--- config.mk ---
export PLATFORM = sky130hd
export DESIGN_NAME = scc_charger_ctrl
export DESIGN_NICKNAME = d
export VERILOG_FILES = /design/src/core/scc_charger_ctrl.v
export VERILOG_INCLUDE_DIRS = /design/src /design/src/common
export SDC_FILE = /design/constraint.sdc
export NUM_CORES = 1
export LEC_CHECK = 0
export BUFFER_PORTS_ARGS = -buffer_cell sky130_fd_sc_hd__buf_2
export CORE_ASPECT_RATIO = 0.75
export CORE_MARGIN = 4
export CORE_UTILIZATION = 40
export CTS_CLUSTER_SIZE = 10
export DETAILED_ROUTE_END_ITERATION = 10
export PLACE_DENSITY = 0.55
export SLEW_MARGIN = 20
export SYNTH_ARGS = -nofsm -noshare
export SYNTH_HDL_FRONTEND = slang
export SYNTH_SLANG_ARGS = --single-unit
export TNS_END_PERCENT = 50
--- constraint.sdc ---
create_clock -name clk_in -period 17.2 [get_ports clk_in]
set_input_delay 0.86 -clock clk_in [delete_from_list [all_inputs] [get_ports clk_in]]
set_output_delay 0.86 -clock clk_in [all_outputs]
set_load 0.1 [all_outputs]
--- src/common/scc_regs.vh ---
`ifndef SCC_REGS_VH
`define SCC_REGS_VH
// power-on hold time and pairing timeout
`define SCC_POR_US          100
`define SCC_POR_CYC         ((`SCC_POR_US * 20))
`define SCC_PAIR_TMO_S      175
// 175 s at 20 MHz, fits a 32-bit unsigned count but overflows a signed 32-bit integer
`define SCC_PAIR_TMO_CYC    32'hD09DC300
// target address and command codes
`define SCC_ADDR            7'h12
`define SCC_CMD_MODE        8'h12
`define SCC_CMD_STATUS      8'h13
`define SCC_CMD_CURRENT     8'h14
`define SCC_CMD_VOLTAGE     8'h15
`define SCC_ARA_ADDR        7'h0C
// current limit codes per limit select
`define SCC_ILIM0           16'h0400
`define SCC_ILIM1           16'h0800
`define SCC_ILIM2           16'h0C00
`define SCC_ILIM3           16'h1000
// voltage limit codes per limit select
`define SCC_VLIM0           16'h1090
`define SCC_VLIM1           16'h10D0
`define SCC_VLIM2           16'h1150
`define SCC_VLIM3           16'h11A0
`define SCC_VLIM4           16'h1580
// status bit positions
`define SCC_ST_IOVR         0
`define SCC_ST_VOVR         1
`define SCC_ST_PFAIL        2
`define SCC_ST_ACP          3
`define SCC_ST_INHIB        4
// status reset value
`define SCC_ST_RST          16'h0000
`endif

--- src/core/scc_charger_ctrl.v ---
// Summary of operation
// RULE1: after supply rise the serial target state machine is held idle for 100 us.
// RULE2: a current and voltage command pair counts only within the timeout.
// RULE3: an overrange flag sets when a command code reaches its limit code.
// RULE4: the charge enable line is wired-AND, only pulled low or released.
// RULE5: power-fail sets when someone else pulls the charge enable line low.
// RULE6: power-fail sets when the adapter voltage is not above the battery.
// RULE7: the active-low alert asserts on any change of charger status.
// RULE8: adapter present follows the supply divider comparator.
// RULE9: the current limit select decodes to a range and step size.
// RULE10: the voltage limit select decodes to a range; the voltage step size is fixed.
// RULE11: the host drives the bus clock; this logic is only a target.
// RULE12: the target answers address 0x12 and alert response reads at 0x0C, and ignores other addresses.
// RULE13: alert releases after a status read or alert response read.
// RULE14: an over-limit command is stored as the limit value.
// RULE15: the serial state machine returns to idle on stop or reset.
// RULE16: the pairing timeout counter restarts on a pair's first command.
`timescale 1ns/1ps
`default_nettype none
`include "scc_regs.vh"
module scc_charger_ctrl #(
   parameter POR_CYC  = `SCC_POR_CYC,
   parameter TMO_CYC  = `SCC_PAIR_TMO_CYC
) (
   input  wire        clk_in,
   input  wire        resetn_in,
   input  wire        scl_in,
   input  wire        sda_in,
   output reg         sda_oe_n_out,
   output reg         alert_oe_n_out,
   input  wire        charge_enable_line_in,
   output reg         charge_enable_line_oe_n_out,
   input  wire        supply_divider_input_in,
   input  wire        adapter_above_battery_in,
   input  wire [1:0]  current_limit_select_in,
   input  wire [2:0]  voltage_limit_select_in,
   output reg         adapter_present_output_out,
   output reg  [15:0] charge_current_out,
   output reg  [15:0] charge_voltage_out,
   output reg  [15:0] status_out
);
   // reset release and input synchronisers
   reg  [1:0]  rst_sync_ff;
   reg  [1:0]  scl_s_ff, sda_s_ff, cen_s_ff, div_s_ff, aab_s_ff;
   reg         scl_d_ff, sda_d_ff;
   wire        rst_n = rst_sync_ff[1];
   always @(posedge clk_in or negedge resetn_in) begin
      if (!resetn_in) begin
         rst_sync_ff <= 2'h0;
         scl_s_ff    <= 2'h3;
         sda_s_ff    <= 2'h3;
         cen_s_ff    <= 2'h3;
         div_s_ff    <= 2'h0;
         aab_s_ff    <= 2'h0;
         scl_d_ff    <= 1'b1;
         sda_d_ff    <= 1'b1;
      end else begin
         rst_sync_ff <= {rst_sync_ff[0], 1'b1};
         scl_s_ff    <= {scl_s_ff[0], scl_in};
         sda_s_ff    <= {sda_s_ff[0], sda_in};
         cen_s_ff    <= {cen_s_ff[0], charge_enable_line_in};
         div_s_ff    <= {div_s_ff[0], supply_divider_input_in};
         aab_s_ff    <= {aab_s_ff[0], adapter_above_battery_in};
         scl_d_ff    <= scl_s_ff[1];
         sda_d_ff    <= sda_s_ff[1];
      end
   end
   wire scl     = scl_s_ff[1];
   wire sda     = sda_s_ff[1];
   wire scl_rise = scl & ~scl_d_ff;
   wire scl_fall = ~scl & scl_d_ff;
   wire start_c = scl & scl_d_ff & sda_d_ff & ~sda;
   wire stop_c  = scl & scl_d_ff & ~sda_d_ff & sda;

   // limit codes per select
   function [15:0] current_limit_select_code;
      input [1:0] sel;
      case (sel)
         2'h0:    current_limit_select_code = `SCC_ILIM0;
         2'h1:    current_limit_select_code = `SCC_ILIM1;
         2'h2:    current_limit_select_code = `SCC_ILIM2;
         default: current_limit_select_code = `SCC_ILIM3;
      endcase
   endfunction
   function [15:0] voltage_limit_select_code;
      input [2:0] sel;
      case (sel)
         3'h0:    voltage_limit_select_code = `SCC_VLIM0;
         3'h1:    voltage_limit_select_code = `SCC_VLIM1;
         3'h2:    voltage_limit_select_code = `SCC_VLIM2;
         3'h3:    voltage_limit_select_code = `SCC_VLIM3;
         default: voltage_limit_select_code = `SCC_VLIM4;
      endcase
   endfunction
   // step mask: 1, 2 or 4 mA granularity, voltage 16 mV
   function [15:0] imask;
      input [1:0] sel;
      case (sel)
         2'h0:    imask = 16'hFFFF;
         2'h1:    imask = 16'hFFFE;
         default: imask = 16'hFFFC;
      endcase
   endfunction
   wire [15:0] current_limit_select = current_limit_select_code(current_limit_select_in);  // see RULE9
   wire [15:0] voltage_limit_select = voltage_limit_select_code(voltage_limit_select_in);  // see RULE10
   wire [15:0] istep = imask(current_limit_select_in);     // see RULE9
   localparam [15:0] VSTEP = 16'hFFF0;                     // see RULE10

   // power-on hold counter
   reg  [11:0] por_cnt_ff;
   wire        por_done = (por_cnt_ff == POR_CYC[11:0]);
   always @(posedge clk_in or negedge rst_n) begin
      if (!rst_n)
         por_cnt_ff <= 12'h000;
      else if (!por_done)
         por_cnt_ff <= por_cnt_ff + 12'h001;  // see RULE1
   end

   // serial target state machine
   localparam [2:0] S_IDLE = 3'h0, S_ADDR = 3'h1, S_AACK = 3'h2,
                    S_RX   = 3'h3, S_RACK = 3'h4, S_TX   = 3'h5,
                    S_TACK = 3'h6, S_SKIP = 3'h7;
   reg  [2:0]  st_ff;
   reg  [3:0]  bit_ff;
   reg  [7:0]  sh_ff, cmd_ff, lo_ff;
   reg  [1:0]  byte_ff;
   reg         rd_ff, ara_ff;
   reg  [15:0] tx_ff;
   reg         wr_pulse_ff, rd_done_ff;
   reg  [15:0] wr_data_ff;
   reg  [7:0]  wr_cmd_ff;
   always @(posedge clk_in or negedge rst_n) begin
      if (!rst_n) begin
         st_ff <= S_IDLE; bit_ff <= 4'h0; sh_ff <= 8'h00;
         cmd_ff <= 8'h00; lo_ff <= 8'h00; byte_ff <= 2'h0;
         rd_ff <= 1'b0; ara_ff <= 1'b0; tx_ff <= 16'h0000;
         sda_oe_n_out <= 1'b1; wr_pulse_ff <= 1'b0; rd_done_ff <= 1'b0;
         wr_data_ff <= 16'h0000; wr_cmd_ff <= 8'h00;
      end else begin
         wr_pulse_ff <= 1'b0;
         rd_done_ff  <= 1'b0;
         if (!por_done || stop_c) begin
            st_ff <= S_IDLE;  // see RULE15
            sda_oe_n_out <= 1'b1;
         end else if (start_c) begin
            st_ff <= S_ADDR; bit_ff <= 4'h0; byte_ff <= 2'h0;
            sda_oe_n_out <= 1'b1;
         end else if (scl_rise) begin  // see RULE11
            if (st_ff == S_ADDR || st_ff == S_RX) begin
               sh_ff  <= {sh_ff[6:0], sda};
               bit_ff <= bit_ff + 4'h1;
            end else if (st_ff == S_TACK && sda) begin
               st_ff <= S_SKIP;  // host nack ends the read
               if ((byte_ff == 2'h2 && cmd_ff == `SCC_CMD_STATUS) ||
                   ara_ff)
                  rd_done_ff <= 1'b1;  // see RULE13
            end
         end else if (scl_fall) begin
            case (st_ff)
               S_ADDR: if (bit_ff == 4'h8) begin
                  if (sh_ff[7:1] == `SCC_ADDR ||
                      (sh_ff[7:1] == `SCC_ARA_ADDR && sh_ff[0])) begin
                     st_ff <= S_AACK; sda_oe_n_out <= 1'b0;  // see RULE12
                     rd_ff <= sh_ff[0];
                     ara_ff <= (sh_ff[7:1] == `SCC_ARA_ADDR);
                     tx_ff <= (sh_ff[7:1] == `SCC_ARA_ADDR) ?
                              {8'h00, `SCC_ADDR, 1'b0} :
                              ((cmd_ff == `SCC_CMD_STATUS) ? status_out :
                               16'h0000);
                  end else
                     st_ff <= S_SKIP;  // see RULE12
               end
               S_AACK, S_RACK, S_TACK: begin
                  bit_ff <= 4'h0;
                  if (rd_ff) begin
                     st_ff <= S_TX;
                     sda_oe_n_out <= tx_ff[7];
                  end else begin
                     st_ff <= S_RX;
                     sda_oe_n_out <= 1'b1;
                  end
               end
               S_RX: if (bit_ff == 4'h8) begin
                  st_ff <= S_RACK; sda_oe_n_out <= 1'b0;
                  byte_ff <= byte_ff + 2'h1;
                  if (byte_ff == 2'h0)
                     cmd_ff <= sh_ff;
                  else if (byte_ff == 2'h1)
                     lo_ff <= sh_ff;
                  else begin
                     wr_cmd_ff <= cmd_ff; wr_data_ff <= {sh_ff, lo_ff};
                     wr_pulse_ff <= 1'b1;
                  end
               end
               S_TX: begin
                  bit_ff <= bit_ff + 4'h1;
                  if (bit_ff == 4'h7) begin
                     st_ff <= S_TACK; sda_oe_n_out <= 1'b1;
                     tx_ff <= {8'h00, tx_ff[15:8]};
                     byte_ff <= byte_ff + 2'h1;
                  end else begin
                     tx_ff[7:0] <= {tx_ff[6:0], 1'b0};
                     sda_oe_n_out <= tx_ff[6];
                  end
               end
               default: sda_oe_n_out <= 1'b1;
            endcase
         end
      end
   end

   // command pairing, clamping and status
   reg  [31:0] tmo_ff;
   reg         got_i_ff, got_v_ff;
   reg  [15:0] pend_i_ff, pend_v_ff;
   reg  [1:0]  oe_d_ff;  // release delayed to match the line synchroniser
   reg  [15:0] nxt_status;
   wire        wr_i = wr_pulse_ff && (wr_cmd_ff == `SCC_CMD_CURRENT);
   wire        wr_v = wr_pulse_ff && (wr_cmd_ff == `SCC_CMD_VOLTAGE);
   wire        tmo_run = got_i_ff ^ got_v_ff;
   wire        pfail = (~cen_s_ff[1] & oe_d_ff[1] &
                        charge_enable_line_oe_n_out) |
                       ~aab_s_ff[1];
   wire        pair_ok = (wr_i && got_v_ff) || (wr_v && got_i_ff);
   always @* begin
      nxt_status = status_out;
      nxt_status[`SCC_ST_PFAIL] = pfail;                // see RULE5
      nxt_status[`SCC_ST_ACP]   = div_s_ff[1];
      if (wr_i)
         nxt_status[`SCC_ST_IOVR] = (wr_data_ff >= current_limit_select);  // see RULE3
      if (wr_v)
         nxt_status[`SCC_ST_VOVR] = (wr_data_ff >= voltage_limit_select);  // see RULE3
      if (wr_pulse_ff && wr_cmd_ff == `SCC_CMD_MODE)
         nxt_status[`SCC_ST_INHIB] = wr_data_ff[0];
   end
   always @(posedge clk_in or negedge rst_n) begin
      if (!rst_n) begin
         tmo_ff <= 32'h0; got_i_ff <= 1'b0; got_v_ff <= 1'b0;
         pend_i_ff <= 16'h0; pend_v_ff <= 16'h0;
         charge_current_out <= 16'h0000; charge_voltage_out <= 16'h0000;
         status_out <= `SCC_ST_RST; alert_oe_n_out <= 1'b1;
         charge_enable_line_oe_n_out <= 1'b1; oe_d_ff <= 2'h3;
         adapter_present_output_out <= 1'b0;
      end else begin
         adapter_present_output_out <= div_s_ff[1];  // see RULE8
         status_out <= nxt_status;
         oe_d_ff <= {oe_d_ff[0], charge_enable_line_oe_n_out};
         if (wr_i)
            pend_i_ff <= (wr_data_ff >= current_limit_select) ? current_limit_select :
                         (wr_data_ff & istep);       // see RULE14
         if (wr_v)
            pend_v_ff <= (wr_data_ff >= voltage_limit_select) ? voltage_limit_select :
                         (wr_data_ff & VSTEP);       // see RULE14
         if (pair_ok) begin
            got_i_ff <= 1'b0; got_v_ff <= 1'b0;      // see RULE2
            charge_current_out <= wr_i ? ((wr_data_ff >= current_limit_select) ? current_limit_select :
                                  (wr_data_ff & istep)) : pend_i_ff;
            charge_voltage_out <= wr_v ? ((wr_data_ff >= voltage_limit_select) ? voltage_limit_select :
                                  (wr_data_ff & VSTEP)) : pend_v_ff;
         end else if (wr_i || wr_v) begin
            got_i_ff <= wr_i; got_v_ff <= wr_v;
            tmo_ff <= 32'h0;                         // see RULE16
         end else if (tmo_run) begin
            if (tmo_ff >= TMO_CYC - 1) begin
               got_i_ff <= 1'b0; got_v_ff <= 1'b0;   // see RULE2
            end else
               tmo_ff <= tmo_ff + 32'h1;             // see RULE16
         end
         // see RULE7
         if (nxt_status != status_out)
            alert_oe_n_out <= 1'b0;
         else if (rd_done_ff)
            alert_oe_n_out <= 1'b1;                  // see RULE13
         // only pull low or release; never driven high
         // released while charging is allowed, pulled low to disable
         charge_enable_line_oe_n_out <=
            aab_s_ff[1] && !nxt_status[`SCC_ST_INHIB] &&
            charge_current_out != 16'h0000;          // see RULE4
      end
   end
endmodule // scc_charger_ctrl
`default_nettype wire

# --- Word level (Yosys, flattened, before mapping) ---
# Index checks and enable logic that the tools add are counted.
word_totals:
  register_bits: 212
  in_bits: 12
classes:
  addsub: 4
  order_cmp: 3
  eq_ne: 40
  n_mux: 75
  bitwise: 24
  n_reduce_logical: 48
ops:
  columns: ["op", "n"]
  rows:
  - ["16-bit two-way mux", 6]
  - ["32-bit two-way mux", 3]
  - ["11-bit case mux with 4 select lines", 1]
  - ["13-bit case mux with 3 select lines", 1]
  - ["1-bit two-way mux", 34]
  - ["3-bit two-way mux", 11]
  - ["32-bit by 1-bit adder with 32-bit output (second input constant)", 1]
  - ["8-bit by 5-bit == test with 1-bit output (second input constant)", 4]
  - ["16-bit >= comparator", 2]
  - ["32-bit >= comparator (second input constant)", 1]
  - ["16-bit case mux with 2 select lines", 1]
  - ["7-bit AND reduction", 4]
  - ["8-bit AND reduction", 3]
  - ["16-bit bitwise AND", 1]
  - ["4-bit two-way mux", 4]
  - ["8-bit two-way mux", 2]
  - ["16-bit nonzero test", 1]
  - ["3-bit nonzero test", 5]
  - ["12-bit by 1-bit adder with 12-bit output (second input constant)", 1]
  - ["12-bit by 11-bit == test with 1-bit output (second input constant)", 1]
  - ["3-bit by 2-bit == test with 1-bit output (second input constant)", 4]
  - ["4-bit by 3-bit inequality test with 1-bit output (second input constant)", 3]
  - ["1-bit inverter", 12]
  - ["3-bit case mux with 4 select lines", 1]
  - ["other kinds (43)", 87]

# --- Logic depth before layout (Yosys ltp) ---
# Gate-level depths: netlist (run 1).
depth:
  word_depth: 10
  ltp_mapped: 12
  mapped_depth_nobuf: 11

# --- Worst setup path before layout (run 1) ---
# OpenSTA, ideal clock, no wires.
synth_path:
  path_type: "input -> register"
  from: "in current_limit_select_in[0]"
  to: "reg charge_current_out[0]"
  setup_ps: 126
  arrival_time_ps: 2937
  setup_slack_ps: 14137
  cell_stages: 10
  path_cell_list: "inv_1 -> ha_1 -> inv_1 -> ha_1 -> nor4b_1 -> nand3_1 -> o211ai_1 -> clkbuf_1 -> o21ai_0 -> mux2_2"
synth_via:
  elab_chain_len: 5
  word_cells_on_any_way: 9
  classes_between: "order compare (1); eq/ne (2); mux (4); bitwise (1); reduce/logical (1)"
synth_rtl:
  columns: ["element", "line_no", "source"]
  rows:
  - ["start, declared", "scc_charger_ctrl.v:35", "input wire [1:0] current_limit_select_in,"]
  - ["2-bit == test (tied with other cells)", "scc_charger_ctrl.v:78", "case (sel)"]
  - ["13-bit case mux with 3 select lines / 2-bit case mux with 2 select lines (equally long branches)", "scc_charger_ctrl.v:78, scc_charger_ctrl.v:98", null]
  - ["16-bit >= comparator / 16-bit bitwise AND (equally long branches)", "scc_charger_ctrl.v:256, scc_charger_ctrl.v:257", null]
  - ["16-bit two-way mux * (2 in series)", "scc_charger_ctrl.v:256", "charge_current_out <= wr_i ? ((wr_data_ff >= current_limit_select) ? current_limit_select :"]
  - ["end signal, assigned", "scc_charger_ctrl.v:256", null]
  - ["end, declared", "scc_charger_ctrl.v:38", "output reg [15:0] charge_current_out,"]
# Mark *: on every way between the ends. The rest lies on a longest branch, timed or not.
# A chain may end at the register's enable or synchronous reset.

# --- Worst setup path after layout (run 1) ---
layout_path:
  from: "in current_limit_select_in[0]"
  to: "reg charge_current_out[11]"
layout_via:
  elab_chain_len: 5
  word_cells_on_any_way: 7
  classes_between: "order compare (1); eq/ne (2); mux (3); reduce/logical (1)"
layout_rtl:
  columns: ["element", "line_no"]
  rows:
  - ["2-bit == test (tied with other cells)", "scc_charger_ctrl.v:78"]
  - ["13-bit case mux with 3 select lines *", "scc_charger_ctrl.v:78"]
  - ["16-bit >= comparator", "scc_charger_ctrl.v:256"]
  - ["16-bit two-way mux * (2 in series)", "scc_charger_ctrl.v:256"]
# Marked as above.

==> flow_metrics.tcl, run 1 <==
set metrics [dict create \
    start_util_pct 41.0 \
    grt_max_degree 69 \
    synthCells 932 \
    ioPinCount 64 \
    ir_drop_uv 78.6 \
    post_cts_resize_count 0 \
    area_delta_synth_final_pct 12.5 \
    crit_path_end_kind "flip-flop" \
    synth_most_common_cell "dfrtp_1" \
    leakagePower_nw 4.96 \
    ys_types 61 \
    numCtsBuffers 24 \
    die_x_um 186 \
    ys_async_sr_fraction_pct 100 \
    cts.clk_slew.worst_paths_ns 0.05 \
    ant_nets 0 \
    cp_slowest_cell "o211ai_1" \
    postPlaceCellArea_um2 10000 \
    clock-sinks 203 \
    place_hpwl_um 15100 \
    tightest_slew_ns 1.03 \
    crit_path_cell_trace "buf_2 > inv_1 > ha_1 > inv_1 > ha_1 > nor4b_1 > nand3_1 > o211ai_1 > buf_4 > mux2i_1 > a21oi_1 > mux2_2" \
    hold_ws_ns 0.276 \
    power_density_nw_per_um2 94.0 \
    grt_pass1_vias 6752 \
    min_period_ns 3.15 \
    drc 0 \
    core_region_area_um2 23200 \
    finalHoldViolCount 0 \
    status "finished clean" \
    yosys-top-cells-area "dfrtp_1 50%, nand2_1 6.3%, mux2_2 6.3%" \
    cp_slowest_stage_delay_ns 0.57 \
    routedWlPerCell_um 16.9 \
    grt_use_total_pct 17.1 \
    fin_setup_tns_ns 0 \
    synth_area_um2 9500 \
    viasPerCell 5.36 \
    cts.path.max_buffers 3 \
    wl_um 22000 \
    num_rows 48 \
    diodes 0 \
    drtIter0Drc 508 \
    place_congestion 0.812 \
    required_ns 17.60 \
    finClkSkew_ns 0.0179 \
    cp_max_fo 9 \
    drtPass1Iterations 5 \
    crit_buf_inv 4 \
    syn_area_per_cell_um2 10.2 \
    layout.nets 1020 \
    synth-edff-count 0 \
    critical_path_arrival_ns 3.54 \
    rsz0062_at_grt "false" \
    insertion_delay_ns 0.51 \
    cap_violations 0 \
    yosys.area.top_type "dfrtp_1" \
    drive_above_1_share_pct 16.5 \
    die_area_um2 26300 \
    port_buffers 52 \
    synth_common_cells "190 x dfrtp_1, 160 x nand2_1, 61 x o21ai_0, 53 x mux2_2, 52 x nor2_1" \
    min_path_type "input pin to async pin" \
    min_period_over_period_pct 18.3 \
    antenna_found_initial 0 \
    stdcell_area_um2 10700 \
    finalSetupViolCount 0 \
    p_total_mw 1.00 \
    relSlewSlack_pct 31.1 \
    htreeDepth 1 \
    grt_overflow 0 \
    postCtsHoldBufs 0 \
    ys_seq_area_share_pct 53.6 \
    ys_ff_latch 203 \
    synth_warnings 0 \
    cts_setup_buffers 0 \
    finalMaxSlewViolations 0 \
    grt_pass1_wl_um 36700 \
    vias 6944 \
    fmax_mhz 318 \
    worstSetupPathType "input pin to flip-flop" \
    netlist.area_leader.share_pct 50.0 \
    ys.flop_type "dfrtp_1" \
    startpoint_type "input pin" \
    cp_top_family "compound AO/OA/AOI/OAI gates" \
    die_y_um 141 \
    tritoncts "yes" \
    final_core_util_pct 46.1 \
    cts-root-buf "clkbuf_16" \
]
==> placed cells by master, fill, tap and decap left out, drive strengths merged, types with 9 or more instances in the layout <==
cell	n
dfrtp	190
nand2	160
o21ai	63
buf	59
mux2	53
nor2	52
a21oi	41
clkbuf	37
inv	34
nand3	32
ha	25
or3	21
o31ai	17
xnor2	17
nand4	15
nor4	13
dfstp	13
nor3	13
conb	12
and3	10
or4	10
nand2b	9
o211ai	9
==> report_power, final <==
group | leakage, nW | internal, mW | switching [mW]
clock | 0.322 | 0.257 | 0.186
sequential | 2.60 | 0.487 | 0.00790
combinational | 2.04 | 0.0118 | 0.0546
total | 4.96 | 0.756 | 0.249
==> metrics by stage <==
| stage | worst slack [ns] | std cells |
|---|---|---|
| 2_1_floorplan | 11.49 | 942 |
| 3_3_place_gp | 13.66 | 1257 |
| 3_5_place_dp | 13.53 | 1257 |
| 4_1_cts | 14.09 | 1296 |
| 5_1_grt | 13.84 | 1296 |
| 6_report | 14.05 | 1296 |
==> area by class of cell <==
cell class	count	area [um2]
well taps	300	375
flip-flops and latches	203	5100
clock inverters	2	21.3
fillers	2218	12500
repair buffers	59	313
inverters	34	128
clock buffers	37	649
multi-input cells	661	4110
==> worst register-to-register path, cell delays in order, from the launching register on <==
cell,delay [ns]
dfrtp_1,0.37
nor4bb_1,0.63
nand3_1,0.47
o21ai_1,0.67
or3_4,0.49
or4_1,0.20
a21oi_1,0.06
==> path summary, 6_finish.rpt <==
kind,from,to,slack (ns),cells after the start
worst min-delay path,resetn_in,rst_sync_ff[0],0.28,1
worst max register to register,wr_cmd_ff[3],tmo_ff[13],14.14,6
worst max-delay path,current_limit_select_in[0],charge_current_out[11],14.05,12
max in group asynchronous,rst_sync_ff[1],tmo_ff[26],14.56,2
worst min register to register,aab_s_ff[0],aab_s_ff[1],0.35,0
min in group clk_in,aab_s_ff[0],aab_s_ff[1],0.35,0
==> kinds of logic after synthesis <==
family	Yosys count	synth area share (%)
fa+ha+maj	25	3.29
buf+inv	78	3.66
other cells	2	0.0790
compound gates	164	10.6
flops	203	53.6
simple gates	374	19.3
mux	61	7.12
xor+xnor	25	2.30
==> sequential cells by signal, indices dropped and copies added (netlist names), 3 cells and up <==
signal,cells
bit_ff,4
charge_current_out,16
charge_voltage_out,16
cmd_ff,8
lo_ff,8
pend_i_ff,16
pend_v_ff,16
por_cnt_ff,12
sh_ff,8
st_ff,3
status_out,5
tmo_ff,32
tx_ff,8
wr_cmd_ff,8
wr_data_ff,16
==> routing by layer <==
metal	vias up	track usage (%)	wire, um
met5	-	0	0
met4	0	3.14	306
met3	24	3.00	1030
met2	148	23.7	8780
met1	3403	28.0	11900
li1	3369	-	-
(Power assumes the default switching activity.)
==> inputs of run 2 (changes only) <==
==> constraint.sdc (replaced) <==
create_clock -name clk_in -period 2.9 [get_ports clk_in]
set_input_delay 0.145 -clock clk_in [delete_from_list [all_inputs] [get_ports clk_in]]
set_output_delay 0.145 -clock clk_in [all_outputs]
set_load 0.1 [all_outputs]
==> run 2 against run 1 <==
Against the previous run:
- setup slack lost 14 ns
- global-route usage shrank 0.38 points
- utilization grew 1.3 points
- clock-buffer cell count grew 6
- sequential share of layout area shrank 1.3 points
- sequential cell count is the same
- largest cell class unchanged
- critical path type is now flip-flop to flip-flop
- critical path depth shrank 4
- via count grew 0.92%
==> flow_metrics.tcl, run 2 (synthesized netlist as in run 1, its figures left out) <==
set metrics [dict create \
    status "finished clean" \
    swShare_pct 24.7 \
    stdcell_area_um2 11000 \
    p_total_mw 6.10 \
    reg2reg_depth 8 \
    routedWlPerCell_um 16.4 \
    grt_max_degree 115 \
    startpoint_type "flip-flop" \
    numCtsBuffers 24 \
    finClkSkew_ns 0.0253 \
    power.internal_mw 4.60 \
    antenna_found_initial 0 \
    setup_ws_ns 0.238 \
    final_cells 1327 \
    reg2reg_slack_ns 0.24 \
    finalSetupViolCount 0 \
    fmax_mhz 376 \
    place_congestion 0.834 \
    dp_slack_ns 0.243 \
    final_cell_mix "189 x dfrtp_1, 160 x nand2_1, 61 x o21ai_0" \
    cts_setup_buffers 0 \
    cts.path.max_buffers 3 \
    cp_max_fo 17 \
    finalMaxSlewViolations 0 \
    area_delta_synth_final_pct 15.7 \
    p_clk_share_pct 45.2 \
    htreeDepth 1 \
    min_path_type "input pin to async pin" \
    dpl.cell_count 1277 \
    crit_path_end_kind "flip-flop" \
    grt_pass1_vias 6670 \
    relSlewSlack_pct 44.0 \
    ir_drop_uv 393 \
    finalHoldViolCount 0 \
    grt_overflow 0 \
    num_rows 48 \
    r2r-start "por_cnt_ff[0]" \
    drtIter0Drc 535 \
    core_region_area_um2 23200 \
    seqPwrFrac_pct 47.8 \
    die_x_um 186 \
    min_period_over_period_pct 91.8 \
    drive_above_1_share_pct 18.0 \
    regMostFlops "tmo_ff" \
    min_period_ns 2.66 \
    grt_use_total_pct 16.7 \
    cts.clk_slew.worst_paths_ns 0.06 \
    switchingPower_mw 1.51 \
    insertion_delay_ns 0.52 \
    leakagePower_nw 5.13 \
    layout_commonest_cell "dfrtp_1" \
    port_buffers 52 \
    ioPinCount 64 \
    diodes 0 \
    fin_setup_tns_ns 0 \
    tritoncts "yes" \
    start_util_pct 41.0 \
    clock-sinks 203 \
    largest_reg_flops 32 \
    power_density_nw_per_um2 555 \
    die_area_um2 26300 \
    rsz0062_at_grt "false" \
    grt_pass1_wl_um 36100 \
    required_ns 3.30 \
    wl_um 21800 \
    final_core_util_pct 47.4 \
    tightest_slew_ns 0.834 \
    r2r-end "wr_data_ff[9]" \
    p_comb_share_pct 7.0 \
    cap_violations 0 \
    ant_nets 0 \
    drtPass1Iterations 5 \
    worstSetupPathType "flip-flop to flip-flop" \
    hold_ws_ns 0.0810 \
    postPlaceCellArea_um2 10200 \
    vias 7008 \
    place_hpwl_um 15200 \
    die_y_um 141 \
    drc 0 \
    layout.nets 1046 \
    critical_path_arrival_ns 3.06 \
    cts-root-buf "clkbuf_16" \
    viasPerCell 5.28 \
]
-- run 2: cell count changes in the layout (fill, tap and decap cells not counted), sizes merged --
cell | before | now
clkinv | 2 | 1
buf | 59 | 79
clkbuf | 37 | 43
dlygate4sd3 | 0 | 6
-- run 2: worst max-delay path, stage by stage (launching register included) --
cell	delay, ns
dfrtp_1	0.43
inv_1	0.09
ha_1	0.13
nor3b_1	0.32
o2111ai_1	0.28
or3_1	0.47
or3_1	0.59
nand2_1	0.18
nand2_1	0.06
-- run 2: how the worst max path moves through the flow --
| stage | from | endpoint | slack [ns] | cells after the start |
|---|---|---|---|---|
| 6_report | por_cnt_ff[0] | wr_data_ff[9] | 0.24 | 8 |
| 5_1_grt | por_cnt_ff[0] | wr_cmd_ff[4] | 0.02 | 8 |
| 4_1_cts | por_cnt_ff[0] | wr_data_ff[9] | 0.24 | 8 |
| 3_5_place_dp | por_cnt_ff[0] | wr_data_ff[0] | 0.24 | 8 |
| 3_3_place_gp | por_cnt_ff[0] | wr_data_ff[12] | 0.33 | 8 |
| 2_1_floorplan | tmo_ff[12] | tmo_ff[13] | 0.48 | 7 |
-- run 2: power by group through the flow --
stage	registers [mW]	clock network [mW]	logic, mW
floorplan	3.14	0	0.169
global placement	2.97	0	0.424
detailed placement	2.97	0	0.425
CTS	2.92	2.85	0.433
global route	2.92	2.99	0.462
finish	2.92	2.76	0.425
-- run 2: area by class of cell --
class	count	area, um2
inverter	34	128
tap	300	375
timing repair buffer	85	573
fill	2192	12200
multi-input combinational	661	4100
sequential	203	5100
clock buffer	43	702
clock inverter	1	16.3
-- run 2: repair_timing --
action	4_1_cts	5_1_grt
gates resized for setup	0	0
endpoints found under the hold margin	19	0
hold buffers	6	0
-- run 2: routing by layer --
layer,part of all wire (%),vias up,GRT usage (%)
li1,-,3424,-
met1,54,3441,27.5
met2,40,121,23.3
met3,4.2,22,2.79
met4,1.3,0,2.64
met5,0,-,0
==> inputs of run 3 (changes only) <==
==> constraint.sdc (replaced) <==
create_clock -name clk_in -period 2.9 [get_ports clk_in]
set_input_delay 0 -clock clk_in [delete_from_list [all_inputs] [get_ports clk_in]]
set_output_delay 0 -clock clk_in [all_outputs]
set_load 0.1 [all_outputs]
==> run 3 against run 2 <==
Against the previous run:
- global-route usage grew 0.21 points
- sequential share of layout area down 0.13 points
- register-to-register slack about the same
- sequential cell count unchanged
- via count shrank 0.44%
- cell count rose by 0.23%
- design area increased by 0.27%
- utilization grew 0.13 points
- fmax increased by 0.42%
- setup slack improved by 0.011 ns
- clock power is 2% lower
- clock-buffer cell count shrank 2
==> flow_metrics.tcl, run 3 (synthesized netlist as in run 1, its figures left out) <==
set metrics [dict create \
    tritoncts "yes" \
    hold_end "pend_v_ff[6]" \
    drtPass1Iterations 4 \
    r2r-start "tmo_ff[0]" \
    ir_drop_uv 427 \
    port_buffers 52 \
    core_region_area_um2 23200 \
    postPlaceCellArea_um2 10200 \
    p_total_mw 6.06 \
    die_area_um2 26300 \
    grt_pass1_vias 6692 \
    vias 6977 \
    power.internal_mw 4.57 \
    holdPathStages 5 \
    finalMaxSlewViolations 0 \
    fillers 2265 \
    reg2reg_slack_ns 0.25 \
    grt_overflow 0 \
    startpoint_type "flip-flop" \
    hp-start "voltage_limit_select_in[0]" \
    diodes 0 \
    reg2reg_depth 7 \
    numCtsBuffers 24 \
    post_cts_resize_count 0 \
    start_util_pct 41.0 \
    htreeDepth 1 \
    multiInputGateArea_um2 4100 \
    required_ns 3.32 \
    cts-root-buf "clkbuf_16" \
    drtIter0Drc 406 \
    insertion_delay_ns 0.52 \
    power_density_nw_per_um2 549 \
    final_cell_mix "189 x dfrtp_1, 160 x nand2_1, 61 x o21ai_0" \
    clock-sinks 203 \
    num_rows 48 \
    swShare_pct 24.6 \
    fin_setup_tns_ns 0 \
    layout_commonest_cell "dfrtp_1" \
    finalHoldViolCount 0 \
    area_delta_synth_final_pct 16.0 \
    grt_use_total_pct 16.9 \
    final-seq-area_um2 5100 \
    die_x_um 186 \
    antenna_found_initial 0 \
    min_period_ns 2.65 \
    ioPinCount 64 \
    finClkSkew_ns 0.0242 \
    cts.clk_slew.worst_paths_ns 0.06 \
    largest_reg_flops 32 \
    crit_path_end_kind "flip-flop" \
    switchingPower_mw 1.49 \
    place_hpwl_um 15300 \
    worstSetupPathType "flip-flop to flip-flop" \
    cts.path.max_buffers 3 \
    drive_above_1_share_pct 18.0 \
    ant_nets 0 \
    min_path_type "input pin to flip-flop" \
    stdcell_area_um2 11000 \
    r2r-end "tmo_ff[10]" \
    min_period_over_period_pct 91.4 \
    status "finished clean" \
    viasPerCell 5.25 \
    leakagePower_nw 5.14 \
    seqPwrFrac_pct 48.4 \
    drc 0 \
    tightest_slew_ns 0.898 \
    regMostFlops "tmo_ff" \
    dpl.cell_count 1278 \
    grt_pass1_wl_um 36300 \
    place_congestion 0.833 \
    critical_path_arrival_ns 3.08 \
    relSlewSlack_pct 39.7 \
    fmax_mhz 377 \
    rsz0062_at_grt "false" \
    wl_um 22000 \
    routedWlPerCell_um 16.5 \
    grt_max_degree 49 \
    p_comb_share_pct 6.9 \
    finalSetupViolCount 0 \
    cp_max_fo 39 \
    layout.nets 1051 \
    final_cells 1330 \
    die_y_um 141 \
    cap_violations 0 \
    p_clk_share_pct 44.7 \
]
==> run 3: metal layers <==
layer	share of wire [%]	track usage (%)	routed length, um	vias up
li1	-	-	-	3426
met1	55	27.9	12000	3406
met2	40	23.5	8840	118
met3	3.9	2.69	857	27
met4	1.4	3.10	306	0
met5	0	0	0	-
==> run 3: cell type report <==
| cell class | instances | share of cell area [%] |
|---|---|---|
| Clock inverter | 1 | 0.148 |
| Clock buffer | 41 | 6.21 |
| Timing Repair Buffer | 90 | 5.63 |
| Tap cell | 300 | 3.40 |
| Multi-Input combinational cell | 661 | 37.2 |
| Sequential cell | 203 | 46.3 |
| Inverter | 34 | 1.16 |
==> run 3: how the worst max path moves through the flow <==
stage                                 to  cells after the start  slack [ns]     startpoint
after CTS                   wr_cmd_ff[6]                      8        0.24  por_cnt_ff[0]
after global placement    wr_data_ff[12]                      8        0.33  por_cnt_ff[0]
after global routing        wr_cmd_ff[6]                      8        0.01  por_cnt_ff[0]
after detailed placement  wr_data_ff[15]                      8        0.27  por_cnt_ff[0]
after floorplan               tmo_ff[13]                      7        0.48     tmo_ff[12]
final                         tmo_ff[10]                      7        0.25      tmo_ff[0]
==> run 3: worst max-delay path, stage by stage (launching register included) <==
cell       delay (ns)
dfrtp_1          0.39
ha_1             0.26
nand2_1          0.10
or3_1            0.43
a2111oi_4        0.60
or3_4            0.48
o21ai_0          0.18
a21oi_1          0.14
==> run 3: repair_timing <==
item                                   CTS  global route
endpoints found under the hold margin   23             0
hold buffers                            10             0
setup buffers                            0             0
==> run 3: power groups by stage <==
stage / sequential [mW] / combinational, mW / clock (mW)
floorplan: 3.14 / 0.169 / 0
finish: 2.93 / 0.419 / 2.71
CTS: 2.93 / 0.425 / 2.80
global route: 2.94 / 0.453 / 2.90
detailed placement: 2.98 / 0.412 / 0
global placement: 2.98 / 0.410 / 0
==> run 3: metrics by stage <==
stage               hold slack (ns)  utilization [%]  worst slack (ns)
detailed placement          -0.0623             44.1             0.275
CTS                          0.0703             47.6             0.236
floorplan                    -0.296                -             0.481
global placement            -0.0607             44.1             0.335
global route                  0.100             47.6            0.0132
finish                       0.0816             47.6             0.249
